==> src/rtl/wbm_defs.vh <==
// Constants of the watchdog and bus mode register bank
`ifndef WBM_DEFS_VH
`define WBM_DEFS_VH
// Register addresses (7-bit)
`define WBM_ADDR_WDOG 7'h03
`define WBM_ADDR_BUS1 7'h04
`define WBM_ADDR_BUS2 7'h05
// Command byte layout
`define WBM_CMD_WRITE_BIT 7
// Watchdog control fields
`define WBM_WD_PARITY 7
`define WBM_WD_STOP_DIS 6
`define WBM_WD_WINDOW 5
`define WBM_WD_BUS_WAKE 4
`define WBM_WD_MAX3 3
`define WBM_WD_PER_HI 2
// Bus control fields
`define WBM_B1_FLASH 7
`define WBM_B1_LOW_SLOPE 6
`define WBM_B1_TX_TO 5
`define WBM_B1_LINA_HI 4
`define WBM_B1_CAN_HI 1
`define WBM_B1_WMASK 8'hfb
`define WBM_B2_WMASK 8'hdb
// Watchdog bits hardware may update
`define WBM_WD_HWMASK 8'h57
// Reset values
`define WBM_WD_RST 8'h14
`define WBM_B1_RST 8'h20
`define WBM_B2_RST 8'h00
// Restart: keep mask, then OR value
`define WBM_WD_RS_KEEP 8'h18
`define WBM_WD_RS_SET 8'h04
`define WBM_B1_RS_KEEP 8'hfb
`define WBM_B2_RS_KEEP 8'hdb
// Transceiver mode codes
`define WBM_MODE_WAKE 2'h1
`define WBM_MODE_NORMAL 2'h3
// Device operating modes
`define WBM_DEV_NORMAL 2'h0
`define WBM_DEV_SLEEP 2'h1
`define WBM_DEV_STOP 2'h2
// Watchdog reset limit
`define WBM_MAX_WD_RESETS 2'h3
// Period table in ms
`define WBM_PER_0 10'd10
`define WBM_PER_1 10'd20
`define WBM_PER_2 10'd50
`define WBM_PER_3 10'd100
`define WBM_PER_4 10'd200
`define WBM_PER_5 10'd500
`define WBM_PER_6 10'd1000
// Frame and header lengths in bits
`define WBM_FRAME_BITS 5'd16
`define WBM_HDR_BITS 5'd8
`endif

==> src/rtl/wbm_serial_slave.v <==
// Serial 16-bit command link slave, pins sampled by the system clock
`timescale 1ns/1ps
`include "wbm_defs.vh"
module wbm_serial_slave
(
  // System
  input wire clk,
  input wire resetn,
  // Link pins
  input wire selN,
  input wire sclk,
  input wire mosi,
  output reg misoOut,
  output reg misoOe,
  // Block side
  input wire [7:0] statusByte,
  input wire [7:0] rdByte,
  output reg hdrValid,
  output reg [7:0] hdrByte,
  output reg frameValid,
  output reg frameErr,
  output reg [15:0] frameWord
);
  // Two-stage synchronisers
  reg [1:0] selSync_q;
  reg [1:0] sclkSync_q;
  reg [1:0] mosiSync_q;
  // Delayed copies for edge detection
  reg selOld_q;
  reg sclkOld_q;
  // Shift registers and counters
  reg [15:0] rxShift_q;
  reg [7:0] txShift_q;
  reg [4:0] bitCnt_q;
  reg loadPend_q;
  wire selLow = ~selSync_q[1];
  wire selFall = selOld_q & ~selSync_q[1];
  wire selRise = ~selOld_q & selSync_q[1];
  wire sclkRise = ~sclkOld_q & sclkSync_q[1];
  wire sclkFall = sclkOld_q & ~sclkSync_q[1];

  // Synchronise and remember pins
  always @(posedge clk)
  begin
    if (!resetn)
    begin
      selSync_q <= 2'h3;
      sclkSync_q <= 2'h0;
      mosiSync_q <= 2'h0;
      selOld_q <= 1'b1;
      sclkOld_q <= 1'b0;
    end
    else
    begin
      selSync_q <= {selSync_q[0], selN};
      sclkSync_q <= {sclkSync_q[0], sclk};
      mosiSync_q <= {mosiSync_q[0], mosi};
      selOld_q <= selSync_q[1];
      sclkOld_q <= sclkSync_q[1];
    end
  end

  // Receive on rising, send on falling, LSB first
  always @(posedge clk)
  begin
    if (!resetn)
    begin
      rxShift_q <= 16'h0000;
      txShift_q <= 8'h00;
      bitCnt_q <= 5'd0;
      loadPend_q <= 1'b0;
      misoOut <= 1'b0;
      misoOe <= 1'b0;
      hdrValid <= 1'b0;
      hdrByte <= 8'h00;
      frameValid <= 1'b0;
      frameErr <= 1'b0;
      frameWord <= 16'h0000;
    end
    else
    begin
      hdrValid <= 1'b0;
      frameValid <= 1'b0;
      frameErr <= 1'b0;
      misoOe <= selLow;
      loadPend_q <= hdrValid;
      if (selFall)
      begin
        // Status byte goes out first
        bitCnt_q <= 5'd0;
        misoOut <= statusByte[0];
        txShift_q <= {1'b0, statusByte[7:1]};
      end
      else if (selRise)
      begin
        // Only frames of at least 16 bits are acted on, bits past the 16th dropped
        if (bitCnt_q == `WBM_FRAME_BITS)
        begin
          frameValid <= 1'b1;
          frameWord <= rxShift_q;
        end
        else
          frameErr <= 1'b1;
      end
      else if (selLow)
      begin
        if (sclkRise && bitCnt_q != `WBM_FRAME_BITS)
        begin
          rxShift_q <= {mosiSync_q[1], rxShift_q[15:1]};
          bitCnt_q <= bitCnt_q + 5'd1;
          if (bitCnt_q == `WBM_HDR_BITS - 5'd1)
          begin
            hdrValid <= 1'b1;
            hdrByte <= {mosiSync_q[1], rxShift_q[15:9]};
          end
        end
        // Read data arrives a cycle after the header, well before the next fall
        if (loadPend_q)
          txShift_q <= rdByte;
        else if (sclkFall)
        begin
          misoOut <= txShift_q[0];
          txShift_q <= {1'b0, txShift_q[7:1]};
        end
      end
    end
  end
endmodule // wbm_serial_slave

==> src/rtl/wbm_regs.v <==
// Watchdog and bus mode control register bank behind the serial link
`timescale 1ns/1ps
`include "wbm_defs.vh"
module wbm_regs
(
  // System
  input wire clk,
  input wire resetn,
  // Reset kinds from the mode controller
  input wire softReset,
  input wire restart,
  // Serial link pins
  input wire selN,
  input wire sclk,
  input wire mosi,
  output wire misoOut,
  output wire misoOe,
  // Device state
  input wire [1:0] devMode,
  input wire busWake,
  input wire wdogTimeout,
  input wire wdogEarly,
  input wire wdogServiceOk,
  input wire spiFailClr,
  // Hardware updates of updatable fields
  input wire hwWdogUpd,
  input wire [7:0] hwWdogVal,
  input wire hwBusUpd,
  input wire [1:0] hwCanMode,
  input wire [1:0] hwLinAMode,
  input wire [1:0] hwLinBMode,
  input wire [1:0] hwLinCMode,
  input wire [1:0] hwLinDMode,
  // Watchdog configuration
  output reg wdogStopDisable,
  output reg wdogWindowSelect,
  output reg wdogRunning,
  output reg wdogLongWinStart,
  output reg wdogResetReq,
  output reg wdogResetBlocked,
  output reg [9:0] wdogPeriodMs,
  // LIN options
  output reg linFlash,
  output reg linLowSlope,
  output reg linTxTimeoutEn,
  // Effective transceiver modes
  output reg [1:0] canModeEff,
  output reg [1:0] linAModeEff,
  output reg [1:0] linBModeEff,
  output reg [1:0] linCModeEff,
  output reg [1:0] linDModeEff,
  // Serial failure flag
  output reg spiFail
);
  // Stored registers
  reg [7:0] wdogCtrl_q;
  reg [7:0] busCtrl1_q;
  reg [7:0] busCtrl2_q;
  // Consecutive watchdog-caused resets
  reg [1:0] wdResetCnt_q;
  // Read data latched at header time
  reg [7:0] rdByte_q;
  // Link side wires
  wire hdrValid;
  wire [7:0] hdrByte;
  wire frameValid;
  wire frameErr;
  wire [15:0] frameWord;
  wire [6:0] cmdAddr = frameWord[6:0];
  wire [7:0] cmdData = frameWord[15:8];
  wire cmdWrite = frameValid & frameWord[`WBM_CMD_WRITE_BIT];
  wire parityOk = ~^cmdData;
  wire wrWdog = cmdWrite & (cmdAddr == `WBM_ADDR_WDOG);
  wire wrBus1 = cmdWrite & (cmdAddr == `WBM_ADDR_BUS1);
  wire wrBus2 = cmdWrite & (cmdAddr == `WBM_ADDR_BUS2);
  // Low power covers stop and sleep only; any other code runs as normal
  wire lowPower = (devMode == `WBM_DEV_STOP) | (devMode == `WBM_DEV_SLEEP);
  wire inStop = devMode == `WBM_DEV_STOP;
  // early service fails only in window mode
  wire wdFailNow = wdogTimeout | (wdogEarly & wdogCtrl_q[`WBM_WD_WINDOW]);
  // Read mux output
  reg [7:0] rdMux;
  // Status byte presented at frame start
  wire [7:0] statusByte = {7'h00, spiFail};

  // Link front end
  wbm_serial_slave u_link
  (
    .clk(clk),
    .resetn(resetn),
    .selN(selN),
    .sclk(sclk),
    .mosi(mosi),
    .misoOut(misoOut),
    .misoOe(misoOe),
    .statusByte(statusByte),
    .rdByte(rdByte_q),
    .hdrValid(hdrValid),
    .hdrByte(hdrByte),
    .frameValid(frameValid),
    .frameErr(frameErr),
    .frameWord(frameWord)
  );

  // Read mux on header address
  always @*
  begin
    case (hdrByte[6:0])
      `WBM_ADDR_WDOG: rdMux = {1'b0, wdogCtrl_q[6:0]};
      `WBM_ADDR_BUS1: rdMux = busCtrl1_q & `WBM_B1_WMASK;
      `WBM_ADDR_BUS2: rdMux = busCtrl2_q & `WBM_B2_WMASK;
      // Unmapped addresses read zero
      default: rdMux = 8'h00;
    endcase
  end

  // Latch read byte when header completes
  always @(posedge clk)
  begin
    if (!resetn)
      rdByte_q <= 8'h00;
    // Taken at header time, so a reply shows the state before this frame
    else if (hdrValid)
      rdByte_q <= rdMux;
  end

  // Watchdog control register
  always @(posedge clk)
  begin
    if (!resetn || softReset)
      wdogCtrl_q <= `WBM_WD_RST;
    // restart keeps bits 4 and 3
    else if (restart)
      wdogCtrl_q <= (wdogCtrl_q & `WBM_WD_RS_KEEP) | `WBM_WD_RS_SET;
    else if (hwWdogUpd)
      wdogCtrl_q <= (wdogCtrl_q & ~`WBM_WD_HWMASK) | (hwWdogVal & `WBM_WD_HWMASK);
    else if (wrWdog && parityOk)
      wdogCtrl_q <= {1'b0, cmdData[6:0]};
  end

  // First bus control register
  always @(posedge clk)
  begin
    if (!resetn || softReset)
      busCtrl1_q <= `WBM_B1_RST;
    else if (restart)
      busCtrl1_q <= busCtrl1_q & `WBM_B1_RS_KEEP;
    else if (hwBusUpd)
      busCtrl1_q <= {busCtrl1_q[7:5], hwLinAMode, 1'b0, hwCanMode};
    else if (wrBus1)
      busCtrl1_q <= cmdData & `WBM_B1_WMASK;
  end

  // Second bus control register
  always @(posedge clk)
  begin
    if (!resetn || softReset)
      busCtrl2_q <= `WBM_B2_RST;
    else if (restart)
      busCtrl2_q <= busCtrl2_q & `WBM_B2_RS_KEEP;
    else if (hwBusUpd)
      busCtrl2_q <= {hwLinDMode, 1'b0, hwLinCMode, 1'b0, hwLinBMode};
    else if (wrBus2)
      busCtrl2_q <= cmdData & `WBM_B2_WMASK;
  end

  // Serial failure flag, set wins over clear
  always @(posedge clk)
  begin
    if (!resetn || softReset)
      spiFail <= 1'b0;
    else if ((wrWdog && !parityOk) || frameErr)
      spiFail <= 1'b1;
    // Clear loses to a set in the same cycle
    else if (spiFailClr)
      spiFail <= 1'b0;
  end

  // Watchdog reset limiting
  always @(posedge clk)
  begin
    if (!resetn || softReset)
    begin
      wdResetCnt_q <= 2'h0;
      wdogResetReq <= 1'b0;
      wdogResetBlocked <= 1'b0;
    end
    else
    begin
      wdogResetReq <= 1'b0;
      if (wdFailNow)
      begin
        if (!wdogCtrl_q[`WBM_WD_MAX3] || wdResetCnt_q != `WBM_MAX_WD_RESETS)
        begin
          wdogResetReq <= 1'b1;
          // Saturate so a long failure run never wraps to zero
          if (wdResetCnt_q != `WBM_MAX_WD_RESETS)
            wdResetCnt_q <= wdResetCnt_q + 2'h1;
        end
      end
      // A good service breaks the run
      else if (wdogServiceOk)
        wdResetCnt_q <= 2'h0;
      // Level output, so the supervisor can see why resets stopped
      wdogResetBlocked <= wdogCtrl_q[`WBM_WD_MAX3] &
        (wdResetCnt_q == `WBM_MAX_WD_RESETS);
    end
  end

  // Watchdog configuration outputs
  always @(posedge clk)
  begin
    if (!resetn)
    begin
      wdogStopDisable <= 1'b0;
      wdogWindowSelect <= 1'b0;
      wdogRunning <= 1'b1;
      wdogLongWinStart <= 1'b0;
      wdogPeriodMs <= `WBM_PER_0;
    end
    else
    begin
      wdogStopDisable <= wdogCtrl_q[`WBM_WD_STOP_DIS];
      wdogWindowSelect <= wdogCtrl_q[`WBM_WD_WINDOW];
      wdogRunning <= ~(inStop & wdogCtrl_q[`WBM_WD_STOP_DIS]);
      // long open window after bus wake
      wdogLongWinStart <= busWake & inStop & wdogCtrl_q[`WBM_WD_BUS_WAKE];
      case (wdogCtrl_q[`WBM_WD_PER_HI:0])
        3'h0: wdogPeriodMs <= `WBM_PER_0;
        3'h1: wdogPeriodMs <= `WBM_PER_1;
        3'h2: wdogPeriodMs <= `WBM_PER_2;
        3'h3: wdogPeriodMs <= `WBM_PER_3;
        3'h4: wdogPeriodMs <= `WBM_PER_4;
        3'h5: wdogPeriodMs <= `WBM_PER_5;
        3'h6: wdogPeriodMs <= `WBM_PER_6;
        // Reserved code shows zero
        default: wdogPeriodMs <= 10'd0;
      endcase
    end
  end

  // Effective mode: stored normal runs as wake-capable in low power
  function [1:0] effMode;
    input [1:0] stored;
    input lp;
    begin
      effMode = (lp && stored == `WBM_MODE_NORMAL) ? `WBM_MODE_WAKE : stored;
    end
  endfunction

  // LIN options and transceiver modes
  always @(posedge clk)
  begin
    if (!resetn)
    begin
      linFlash <= 1'b0;
      linLowSlope <= 1'b0;
      linTxTimeoutEn <= 1'b1;
      canModeEff <= 2'h0;
      linAModeEff <= 2'h0;
      linBModeEff <= 2'h0;
      linCModeEff <= 2'h0;
      linDModeEff <= 2'h0;
    end
    else
    begin
      linFlash <= busCtrl1_q[`WBM_B1_FLASH];
      linLowSlope <= busCtrl1_q[`WBM_B1_LOW_SLOPE];
      linTxTimeoutEn <= busCtrl1_q[`WBM_B1_TX_TO];
      canModeEff <= effMode(busCtrl1_q[`WBM_B1_CAN_HI -: 2], lowPower);
      linAModeEff <= effMode(busCtrl1_q[`WBM_B1_LINA_HI -: 2], lowPower);
      linBModeEff <= effMode(busCtrl2_q[1:0], lowPower);
      linCModeEff <= effMode(busCtrl2_q[4:3], lowPower);
      linDModeEff <= effMode(busCtrl2_q[7:6], lowPower);
    end
  end
endmodule // wbm_regs

==> config.mk <==
export PLATFORM = sky130hd
export DESIGN_NAME = wbm_regs
export DESIGN_NICKNAME = d
export VERILOG_FILES = /design/src/rtl/wbm_serial_slave.v /design/src/rtl/wbm_regs.v
export VERILOG_INCLUDE_DIRS = /design/src /design/src/rtl
export SDC_FILE = /design/constraint.sdc
export NUM_CORES = 1
export LEC_CHECK = 0
export BUFFER_PORTS_ARGS = -buffer_cell sky130_fd_sc_hd__buf_2
export CORE_MARGIN = 4
export CORE_UTILIZATION = 57
export DETAILED_ROUTE_END_ITERATION = 10
export GPL_TIMING_DRIVEN = 0
export PLACE_DENSITY = 0.89
export SLEW_MARGIN = 5
export SYNTH_ARGS = -nofsm -noshare
export SYNTH_HDL_FRONTEND = slang
export SYNTH_HIERARCHICAL = 1
export SYNTH_SLANG_ARGS = --single-unit
export TNS_END_PERCENT = 1
==> constraint.sdc <==
create_clock -name clk -period 2.3 [get_ports clk]
set_clock_uncertainty 0.05 [all_clocks]
set_input_delay 0.46 -clock clk [delete_from_list [all_inputs] [get_ports clk]]
set_output_delay 0.46 -clock clk [all_outputs]
set_load 0.01 [all_outputs]
Word level (Yosys, flattened, before mapping)

Cells that the tools add are included.
W data, S select, Z words.

Memory bits (writable): 0
Memories: 0
Latch bits: 0
Bits of input ports: 34
Output and inout bits: 32
Logic and storage cells: 177
Register bits: 127
Bits in read-only memories: 0

Bitwise logic cells: 28
Div/mod/pow operators: 0
$lt $le $gt $ge: 0
$mul: 0
Eq/ne operators: 29
Shift operators: 0
Mux-type cells: 30
$add $sub $neg: 2
Reductions and logical operators: 44

Operators with widths:

| kind                  | count |
|---|---|
| $pmux W10 S7          | 1 |
| $mux W8               | 6 |
| $eq A7 B3 Y1 const B  | 4 |
| $pmux W8 S3           | 1 |
| $mux W1               | 16 |
| $reduce_or A2 Y1      | 8 |
| $reduce_and A3 Y1     | 5 |
| $eq A2 B2 Y1 const B  | 7 |
| $eq A7 B2 Y1 const B  | 2 |
| $reduce_bool A2 Y1    | 7 |
| $and A1 B1 Y1         | 13 |
| $not A1 Y1            | 12 |
| $mux W5               | 2 |
| $eq A3 B3 Y1 const B  | 3 |
| $logic_and A1 B1 Y1   | 8 |
| $mux W2               | 4 |
| $or A8 B7 Y8          | 1 |
| $reduce_and A4 Y1     | 2 |
| $reduce_xnor A8 Y1    | 1 |
| $eq A3 B2 Y1 const B  | 2 |
| $ne A2 B1 Y1 const B  | 3 |
| $ne A2 B2 Y1 const B  | 3 |
| $reduce_and A2 Y1     | 3 |
| $add A5 B1 Y5 const B | 1 |
| other kinds (13)      | 18 |

Longest topological paths before layout

Gate-level depths: netlist (run 1).

Depth in word-level cells: 7
Depth in mapped cells: 9
Mapped depth without buffers: 6

Cells and area by module

Netlist (run 1), hierarchy kept.

Modules (own cells, without submodules):

| module           | cells an instance | instances | area each (µm²) |
|---|---|---|---|
| wbm_serial_slave | 277               | 1         | 2,727.6 |
| wbm_regs         | 280               | 1         | 2,507.4 |

Worst setup path after synthesis (run 1)

Ideal clock, no wire load.

Path kind: register -> register
Start: reg u_link.selSync_q[1]
End: reg u_link.rxShift_q[10]
Path buffers: 1
Setup time: 116 ps
Required time: 2,134 ps
Slack: 344 ps
Stages on the path, launching flop included: 8
Clock period less this slack: 1,956 ps
Arrival time: 1,790 ps
Cell sequence: dfxtp_1 -> inv_1 -> ha_1 -> nor4b_4 -> nand2_4 -> buf_6 -> mux2i_1 -> nor2b_1

Word-level cells in the longest chain between the ends: 4

Ends and longest elaborated chain:

| item                                   | line                   | text |
|---|---|---|
| from (decl)                            | wbm_serial_slave.v:25  | `reg [1:0] selSync_q;` |
| from (signal assigned)                 | wbm_serial_slave.v:55  | `selSync_q <= {selSync_q[0], selN};` |
| $not A1 Y1 (no source line) (*)        | n/a                    |  |
| via u_link.selLow                      | wbm_serial_slave.v:36  | `wire selLow = ~selSync_q[1];` |
| $and A1 B1 Y1                          | wbm_serial_slave.v:37  | `wire selFall = selOld_q & ~selSync_q[1];` |
| $not A1 Y1 (no source line)            | n/a                    |  |
| $reduce_and A4 Y1 (no source line) (*) | n/a                    |  |
| to (signal assigned)                   | wbm_serial_slave.v:109 | `rxShift_q <= {mosiSync_q[1], rxShift_q[15:1]};` |
| to (decl)                              | wbm_serial_slave.v:32  | `reg [15:0] rxShift_q;` |

Mark *: on every way through the listed nets, which the timed path passes. The rest lies on a longest branch.
A chain may end at the register's enable or synchronous reset.

Final worst setup path (run 1)

Start: reg u_link.selSync_q[1]
End: reg u_link.hdrByte[2]

Word-level cells in the longest chain between the ends: 4

Ends and longest elaborated chain:

| item                                   | line                   | text |
|---|---|---|
| $not A1 Y1 (no source line) (*)        | n/a                    |  |
| via u_link.selLow                      | wbm_serial_slave.v:36  |  |
| $and A1 B1 Y1                          | wbm_serial_slave.v:37  |  |
| $not A1 Y1 (no source line)            | n/a                    |  |
| $reduce_and A5 Y1 (no source line) (*) | n/a                    |  |
| to (signal assigned)                   | wbm_serial_slave.v:114 | `hdrByte <= {mosiSync_q[1], rxShift_q[15:9]};` |
| to (decl)                              | wbm_serial_slave.v:19  | `output reg [7:0] hdrByte,` |

Marks and branches as above.

==> flow_metrics.tcl, run 1 <==
set metrics [dict create \
    hold_path_class "primary input to flop" \
    clkLatencyLatePin_ns 0.52 \
    grt_usage_pct 23.3 \
    fillers 610 \
    layout_common_cells "dfxtp_1 (124), buf_2 (64), nand2_1 (60), nor2_1 (40), mux2i_1 (39)" \
    place.gp.congestion 0.917 \
    cap_viol_max_count 0 \
    cp_top_family "simple AND/OR/NAND/NOR gates" \
    slew_violations 0 \
    cp_slowest_cell "dfxtp_2" \
    required_ns 2.66 \
    p_leak_nw 2.61 \
    yosys_warnings 6 \
    coreArea_um2 8810 \
    place_area_um2 5670 \
    power.share.clock_pct 51.3 \
    postLayoutCellArea_um2 6230 \
    cts_resized 0 \
    drtAntennaViolNets 0 \
    post-route-drc-count 0 \
    finalCritPeriodShare_pct 91.1 \
    gr-total-overflow 0 \
    cp_max_fo 8 \
    rows 34 \
    antenna_cells 0 \
    regArea_um2 2500 \
    first_pass_iters 5 \
    path_class "flop to flop" \
    p_switching_mw 1.20 \
    antenna_found_initial 0 \
    sw_frac_of_total_pct 24.3 \
    final_common_cell "dfxtp_1" \
    start_kind "flop" \
    syn_avg_cell_area_um2 9.38 \
    cts_hold_buf 0 \
    cts-root-buf "clkbuf_8" \
    fin_crit_ns 2.10 \
    ios 66 \
    numCtsBuffers 17 \
    synth_cells 554 \
    clk_pin_slew_ns 0.06 \
    grt_setup_unrepaired "false" \
    drt-initial-drc-count 298 \
    vias_per_cell 5.76 \
    grt_pass1_vias 4360 \
    end_kind "flop" \
    max_freq_mhz 477 \
    grt_first_pass_wirelength_mm 20.5 \
    start_util_pct 59.0 \
    crit_arrival_ns 2.45 \
    p_per_area_nw_per_um2 792 \
    die_area_um2 10700 \
    grt_max_degree 17 \
    relSlewSlack_pct 58.6 \
    finalSetupTns_ns 0 \
    multi_input_area_um2 2470 \
    clk_path_buf_depth 2 \
    crit_buf_inv 1 \
    num_vias 4390 \
    setup_viol 0 \
    cts_setup_buffers 0 \
    dieWidth_um 104 \
    syn_area_um2 5200 \
    clock-sinks 125 \
    status "finished clean" \
    dp_hpwl_mm 8.29 \
    area_growth_pct 19.9 \
    nets 682 \
    cp_cell_sequence "inv_1 > ha_1 > nor4b_4 > nand4_4 > mux2i_1 > nor2b_1" \
    critPathMaxStageDelay_ns 0.43 \
    p_seq_share_pct 44.7 \
    ir_drop_mv 0.628 \
    pwr-share-comb_pct 4.0 \
    cts_tree "built" \
    die_y_um 104 \
    hold_viol 0 \
    cts.htree.levels 4 \
    wl_per_cell_um 16.1 \
    p_int_mw 3.74 \
    wl_mm 12.3 \
    drive_gt1_share_pct 17.4 \
    worst-slew-pin-transition_ns 0.621 \
    portBuffers 61 \
]
## state kept, by name, indices dropped and copies added (netlist names), 5 cells and up
register,flops
busCtrl2_q,6
u_link/rxShift_q,16
u_link/frameWord,16
wdogPeriodMs,9
u_link/txShift_q,8
busCtrl1_q,7
rdByte_q,8
u_link/bitCnt_q,5
u_link/hdrByte,7
wdogCtrl_q,7
## worst reg2reg max path, delay by kind of cell (launching register included)
| kind | cells | cell delay [ns] |
|---|---|---|
| adders and majority gates | 1 | 0.35 |
| buffers and inverters | 1 | 0.10 |
| and+or+nand+nor | 3 | 0.78 |
| muxes | 1 | 0.28 |
| DFF | 1 | 0.43 |
## final cells by class
class	instances	area share (%)
timing repair buffer	61	4.90
tap	108	2.17
clock buffer	17	6.64
clock inverter	15	2.47
multi-input combinational	382	39.6
buffer	33	2.77
sequential	125	40.2
inverter	21	1.26
## power groups by stage
stage	Sequential (mW)	Combinational [mW]	Clock, mW
final	2.21	0.197	2.53
after detailed placement	2.26	0.189	0
after global placement	2.25	0.184	0
after CTS	2.21	0.194	2.55
after global routing	2.21	0.216	2.65
after floorplan	2.26	0.110	0
## worst paths after layout
kind	from	to	slack [ns]	depth (start not counted)
max reg2reg	u_link/selSync_q[1]$_SDFF_PN1_	u_link/hdrByte[2]$_SDFFE_PN0P_	0.20	6
min	selN	u_link/selSync_q[0]$_SDFF_PN1_	0.07	2
min reg2reg	u_link/selSync_q[0]$_SDFF_PN1_	u_link/selSync_q[1]$_SDFF_PN1_	0.37	1
max	u_link/selSync_q[1]$_SDFF_PN1_	u_link/hdrByte[2]$_SDFFE_PN0P_	0.20	6
## layer usage
layer	vias to the layer above	track usage [%]	part of all wire, %
met5	-	0	0
met4	0	13.3	3.8
met3	53	6.65	5.8
met2	188	40.4	51
met1	2081	25.5	40
li1	2068	-	-
## through the flow
| stage | setup WS (ns) | total power [mW] | utilization (%) | instances | hold WS, ns |
|---|---|---|---|---|---|
| 6_report | 0.204 | 4.94 | 70.8 | 762 | 0.0695 |
| 5_1_grt | 0.116 | 5.08 | 70.8 | 762 | 0.0739 |
| 4_1_cts | 0.0684 | 4.95 | 70.8 | 762 | 0.0541 |
| 3_5_place_dp | 0.112 | 2.44 | 64.3 | 730 | 0.353 |
| 3_3_place_gp | 0.197 | 2.44 | 64.3 | 730 | 0.342 |
| 2_1_floorplan | 0.344 | 2.37 | - | 561 | 0.336 |
Power figures use the tool's default switching activity.
==> inputs of run 2 (changes only) <==
--- a/config.mk
+++ b/config.mk
@@ -8,10 +8,10 @@
 export LEC_CHECK = 0
 export BUFFER_PORTS_ARGS = -buffer_cell sky130_fd_sc_hd__buf_2
 export CORE_MARGIN = 4
-export CORE_UTILIZATION = 57
+export CORE_UTILIZATION = 45
 export DETAILED_ROUTE_END_ITERATION = 10
 export GPL_TIMING_DRIVEN = 0
-export PLACE_DENSITY = 0.89
+export PLACE_DENSITY = 0.75
 export SLEW_MARGIN = 5
 export SYNTH_ARGS = -nofsm -noshare
 export SYNTH_HDL_FRONTEND = slang
==> flow_metrics.tcl, run 2 (synthesis gave the netlist of run 1 again) <==
set metrics [dict create \
    status "finished clean" \
    clk_path_buf_depth 2 \
    cp_max_fo 10 \
    fin_crit_ns 2.05 \
    start_kind "flop" \
    final_common_cell "dfxtp_1" \
    grt_max_degree 17 \
    first_pass_iters 5 \
    critPathMaxStageDelay_ns 0.44 \
    ir_drop_mv 0.526 \
    dieWidth_um 115 \
    coreArea_um2 11100 \
    cp_cell_sequence "inv_1 > ha_1 > nor4b_4 > nand2_4 > buf_6 > mux2i_1 > nor2b_1" \
    area_growth_pct 20.9 \
    vias_per_cell 5.18 \
    clk_pin_slew_ns 0.06 \
    cts_hold_buf 0 \
    clock-sinks 125 \
    rows 38 \
    cts-root-buf "clkbuf_16" \
    portBuffers 61 \
    cap_viol_max_count 0 \
    finalPower_mw 4.96 \
    post-route-drc-count 0 \
    layout_common_cells "dfxtp_1 (124), buf_2 (64), nand2_1 (60), nor2_1 (40), mux2i_1 (39)" \
    antenna_found_initial 0 \
    path_class "flop to flop" \
    fin_util_pct 56.7 \
    place_ws_ns 0.118 \
    cp_top_family "simple AND/OR/NAND/NOR gates" \
    p_leak_nw 2.62 \
    die_y_um 115 \
    grt_pass1_vias 4056 \
    grt_first_pass_wirelength_mm 19.0 \
    finalSetupTns_ns 0 \
    drtAntennaViolNets 0 \
    nets 682 \
    num_vias 4113 \
    drt-initial-drc-count 241 \
    wl_mm 11.6 \
    cts.htree.levels 4 \
    start_util_pct 46.9 \
    grt_setup_unrepaired "false" \
    finalCritPeriodShare_pct 89.0 \
    ios 66 \
    place.gp.congestion 0.932 \
    numCtsBuffers 17 \
    worst-slew-pin-transition_ns 0.574 \
    setup_viol 0 \
    largestRegisters "u_link/frameWord: 16 flops, u_link/rxShift_q: 16 flops, wdogPeriodMs: 9 flops" \
    cts_tree "built" \
    p_per_area_nw_per_um2 790 \
    clkLatencyLatePin_ns 0.42 \
    crit_buf_inv 2 \
    slew_violations 0 \
    wl_per_cell_um 14.6 \
    max_freq_mhz 489 \
    cp_slowest_cell "nor4b_4" \
    drive_gt1_share_pct 17.4 \
    gr-total-overflow 0 \
    fin_ws_ns 0.253 \
    die_area_um2 13300 \
    hold_path_class "primary input to flop" \
    hold_viol 0 \
    hold_ws_ns 0.178 \
    relSlewSlack_pct 61.8 \
    crit_arrival_ns 2.31 \
    grt_usage_pct 18.3 \
    antenna_cells 0 \
    required_ns 2.56 \
    dp_hpwl_mm 8.61 \
    end_kind "flop" \
]
==> run 2: cell count changes in the layout (fill, tap and decap cells not counted), sizes merged <==
cell / delta
clkinv: +1
clkinvlp: -1
==> run 2: layout make-up <==
class                      count  area (um2)
multi-input combinational    382        2470
buffer                        33         173
tap                          140         175
timing repair buffer          61         305
clock inverter                15         153
clock buffer                  17         425
inverter                      21        78.8
fill                        1002        4790
sequential                   125        2500
==> run 2: where the power goes <==
group | switching [mW] | total (mW) | internal [mW]
registers | 0.0158 | 2.21 | 2.19
logic | 0.116 | 0.193 | 0.0775
clock network | 1.04 | 2.56 | 1.52
total | 1.17 | 4.96 | 3.79
==> run 2: metal layers <==
| metal | track usage [%] | share of wire, % | vias up |
|---|---|---|---|
| met1 | 21.8 | 44 | 1927 |
| met5 | 0 | 0 | - |
| li1 | - | - | 2067 |
| met2 | 30.6 | 49 | 97 |
| met3 | 5.38 | 4.4 | 22 |
| met4 | 8.29 | 2.2 | 0 |
==> run 2: through the flow <==
| stage | instances | instance area (um2) |
|---|---|---|
| 6_report | 794 | 6280 |
| 5_1_grt | 794 | 6280 |
| 4_1_cts | 794 | 6280 |
| 3_5_place_dp | 762 | 5710 |
| 3_3_place_gp | 762 | 5710 |
| 2_1_floorplan | 561 | 5230 |
==> run 2: repair_timing <==
action                                 CTS  global route
resized for setup                        0             1
setup endpoints to repair                0             4
endpoints found under the hold margin    0             0
buffers inserted                         0             0
==> run 2: worst paths after layout <==
path	startpoint	endpoint	slack (ns)	cells past startpoint
worst max-delay path	u_link/selSync_q[1]$_SDFF_PN1_	u_link/rxShift_q[9]$_SDFFE_PN0P_	0.25	7
worst min-delay path	selN	u_link/selSync_q[0]$_SDFF_PN1_	0.18	2
worst max register to register	u_link/selSync_q[1]$_SDFF_PN1_	u_link/rxShift_q[9]$_SDFFE_PN0P_	0.25	7
worst min register to register	u_link/selSync_q[0]$_SDFF_PN1_	u_link/selSync_q[1]$_SDFF_PN1_	0.36	1
==> inputs of run 3 (changes only) <==
--- a/config.mk
+++ b/config.mk
@@ -9,7 +9,9 @@
 export BUFFER_PORTS_ARGS = -buffer_cell sky130_fd_sc_hd__buf_2
 export CORE_MARGIN = 4
 export CORE_UTILIZATION = 45
+export CTS_BUF_LIST = sky130_fd_sc_hd__clkbuf_4 sky130_fd_sc_hd__clkbuf_8
 export DETAILED_ROUTE_END_ITERATION = 10
+export GPL_ROUTABILITY_DRIVEN = 0
 export GPL_TIMING_DRIVEN = 0
 export PLACE_DENSITY = 0.75
 export SLEW_MARGIN = 5
==> flow_metrics.tcl, run 3 (synthesis gave the netlist of run 1 again) <==
set metrics [dict create \
    status "finished clean" \
    clk_path_buf_depth 2 \
    dieWidth_um 115 \
    first_pass_iters 4 \
    required_ns 2.57 \
    cap_viol_max_count 0 \
    post-route-drc-count 0 \
    cts_setup_buffers 0 \
    area_growth_pct 18.9 \
    cts_resized 0 \
    clk_pin_slew_ns 0.07 \
    crit_buf_inv 1 \
    numCtsBuffers 17 \
    portBuffers 61 \
    r2r_slack_ns 0.24 \
    grt_first_pass_wirelength_mm 19.6 \
    clock-sinks 125 \
    cts-root-buf "clkbuf_8" \
    cts.htree.levels 4 \
    fillers 974 \
    relSlewSlack_pct 61.5 \
    die_y_um 115 \
    wl_mm 11.6 \
    fin_ws_ns 0.244 \
    cp_top_family "simple AND/OR/NAND/NOR gates" \
    finalCritPeriodShare_pct 89.4 \
    final_common_cell "dfxtp_1" \
    cp_cell_sequence "inv_1 > ha_1 > nor4b_4 > nand4_4 > mux2i_1 > nor2b_1" \
    cp_slowest_cell "dfxtp_2" \
    num_vias 4119 \
    p_leak_nw 2.57 \
    path_class "flop to flop" \
    coreArea_um2 11100 \
    dp_hpwl_mm 8.52 \
    drtAntennaViolNets 0 \
    clkLatencyLatePin_ns 0.43 \
    grt_max_degree 17 \
    antenna_found_initial 0 \
    place_area_um2 5710 \
    regArea_um2 2500 \
    layout_common_cells "dfxtp_1 (124), buf_2 (64), nand2_1 (60), nor2_1 (40), mux2i_1 (39)" \
    setup_viol 0 \
    grt_usage_pct 18.6 \
    postLayoutCellArea_um2 6180 \
    gr-total-overflow 0 \
    rows 38 \
    drt-initial-drc-count 266 \
    worst-slew-pin-transition_ns 0.578 \
    start_kind "flop" \
    start_util_pct 46.9 \
    drive_gt1_share_pct 17.4 \
    grt_pass1_vias 4237 \
    cts_hold_buf 0 \
    hold_ws_ns 0.166 \
    multi_input_area_um2 2470 \
    p_per_area_nw_per_um2 750 \
    place_ws_ns 0.123 \
    grt_setup_unrepaired "false" \
    vias_per_cell 5.19 \
    ir_drop_mv 0.325 \
    slew_violations 0 \
    largestRegisters "u_link/frameWord: 16 flops, u_link/rxShift_q: 16 flops, wdogPeriodMs: 9 flops" \
    antenna_cells 0 \
    cp_max_fo 8 \
    finalSetupTns_ns 0 \
    fin_util_pct 55.8 \
    critPathMaxStageDelay_ns 0.44 \
    wl_per_cell_um 14.6 \
    hold_path_class "primary input to flop" \
    end_kind "flop" \
    nets 682 \
    hold_viol 0 \
    crit_arrival_ns 2.33 \
    ios 66 \
    max_freq_mhz 486 \
    cts_tree "built" \
    fin_crit_ns 2.06 \
    die_area_um2 13300 \
]
-- run 3: worst register-to-register path, cell delays in order (launching register included) --
cell and delay [ns]:
dfxtp_2 0.44, inv_1 0.09, ha_1 0.34, nor4b_4 0.44, nand4_4 0.28, mux2i_1 0.24
nor2b_1 0.07
-- run 3: layout make-up --
| cell class | instances | area share (%) |
|---|---|---|
| buffer | 33 | 2.79 |
| clock buffer | 19 | 4.23 |
| clock inverter | 13 | 3.42 |
| inverter | 21 | 1.28 |
| multi-input combinational | 382 | 40.0 |
| sequential | 125 | 40.5 |
| tap | 140 | 2.83 |
| timing repair buffer | 61 | 4.94 |
-- run 3: per-stage QoR --
stage / cells / power [mW]
floorplan: 561 / 2.37
global placement: 762 / 2.44
detailed placement: 762 / 2.45
CTS: 794 / 4.67
global route: 794 / 4.80
finish: 794 / 4.63
-- run 3: routing by layer --
layer | routed length [um] | track usage [%]
met1 | 4910 | 21.6
met4 | 325 | 9.15
met3 | 535 | 4.96
met2 | 5810 | 31.7
met5 | 0 | 0
-- run 3: worst paths after layout --
| check | end | depth (start not counted) | start |
|---|---|---|---|
| hold reg to reg | u_link/selSync_q[1]$_SDFF_PN1_ | 1 | u_link/selSync_q[0]$_SDFF_PN1_ |
| setup / recovery | u_link/hdrByte[1]$_SDFFE_PN0P_ | 6 | u_link/selSync_q[1]$_SDFF_PN1_ |
| hold / removal | u_link/selSync_q[0]$_SDFF_PN1_ | 2 | selN |
| setup reg to reg | u_link/hdrByte[1]$_SDFFE_PN0P_ | 6 | u_link/selSync_q[1]$_SDFF_PN1_ |
-- run 3: power breakdown --
part / total, mW / internal [mW] / switching (mW)
sequential: 2.21 / 2.19 / 0.0163
clock: 2.24 / 1.35 / 0.881
combinational: 0.192 / 0.0774 / 0.115
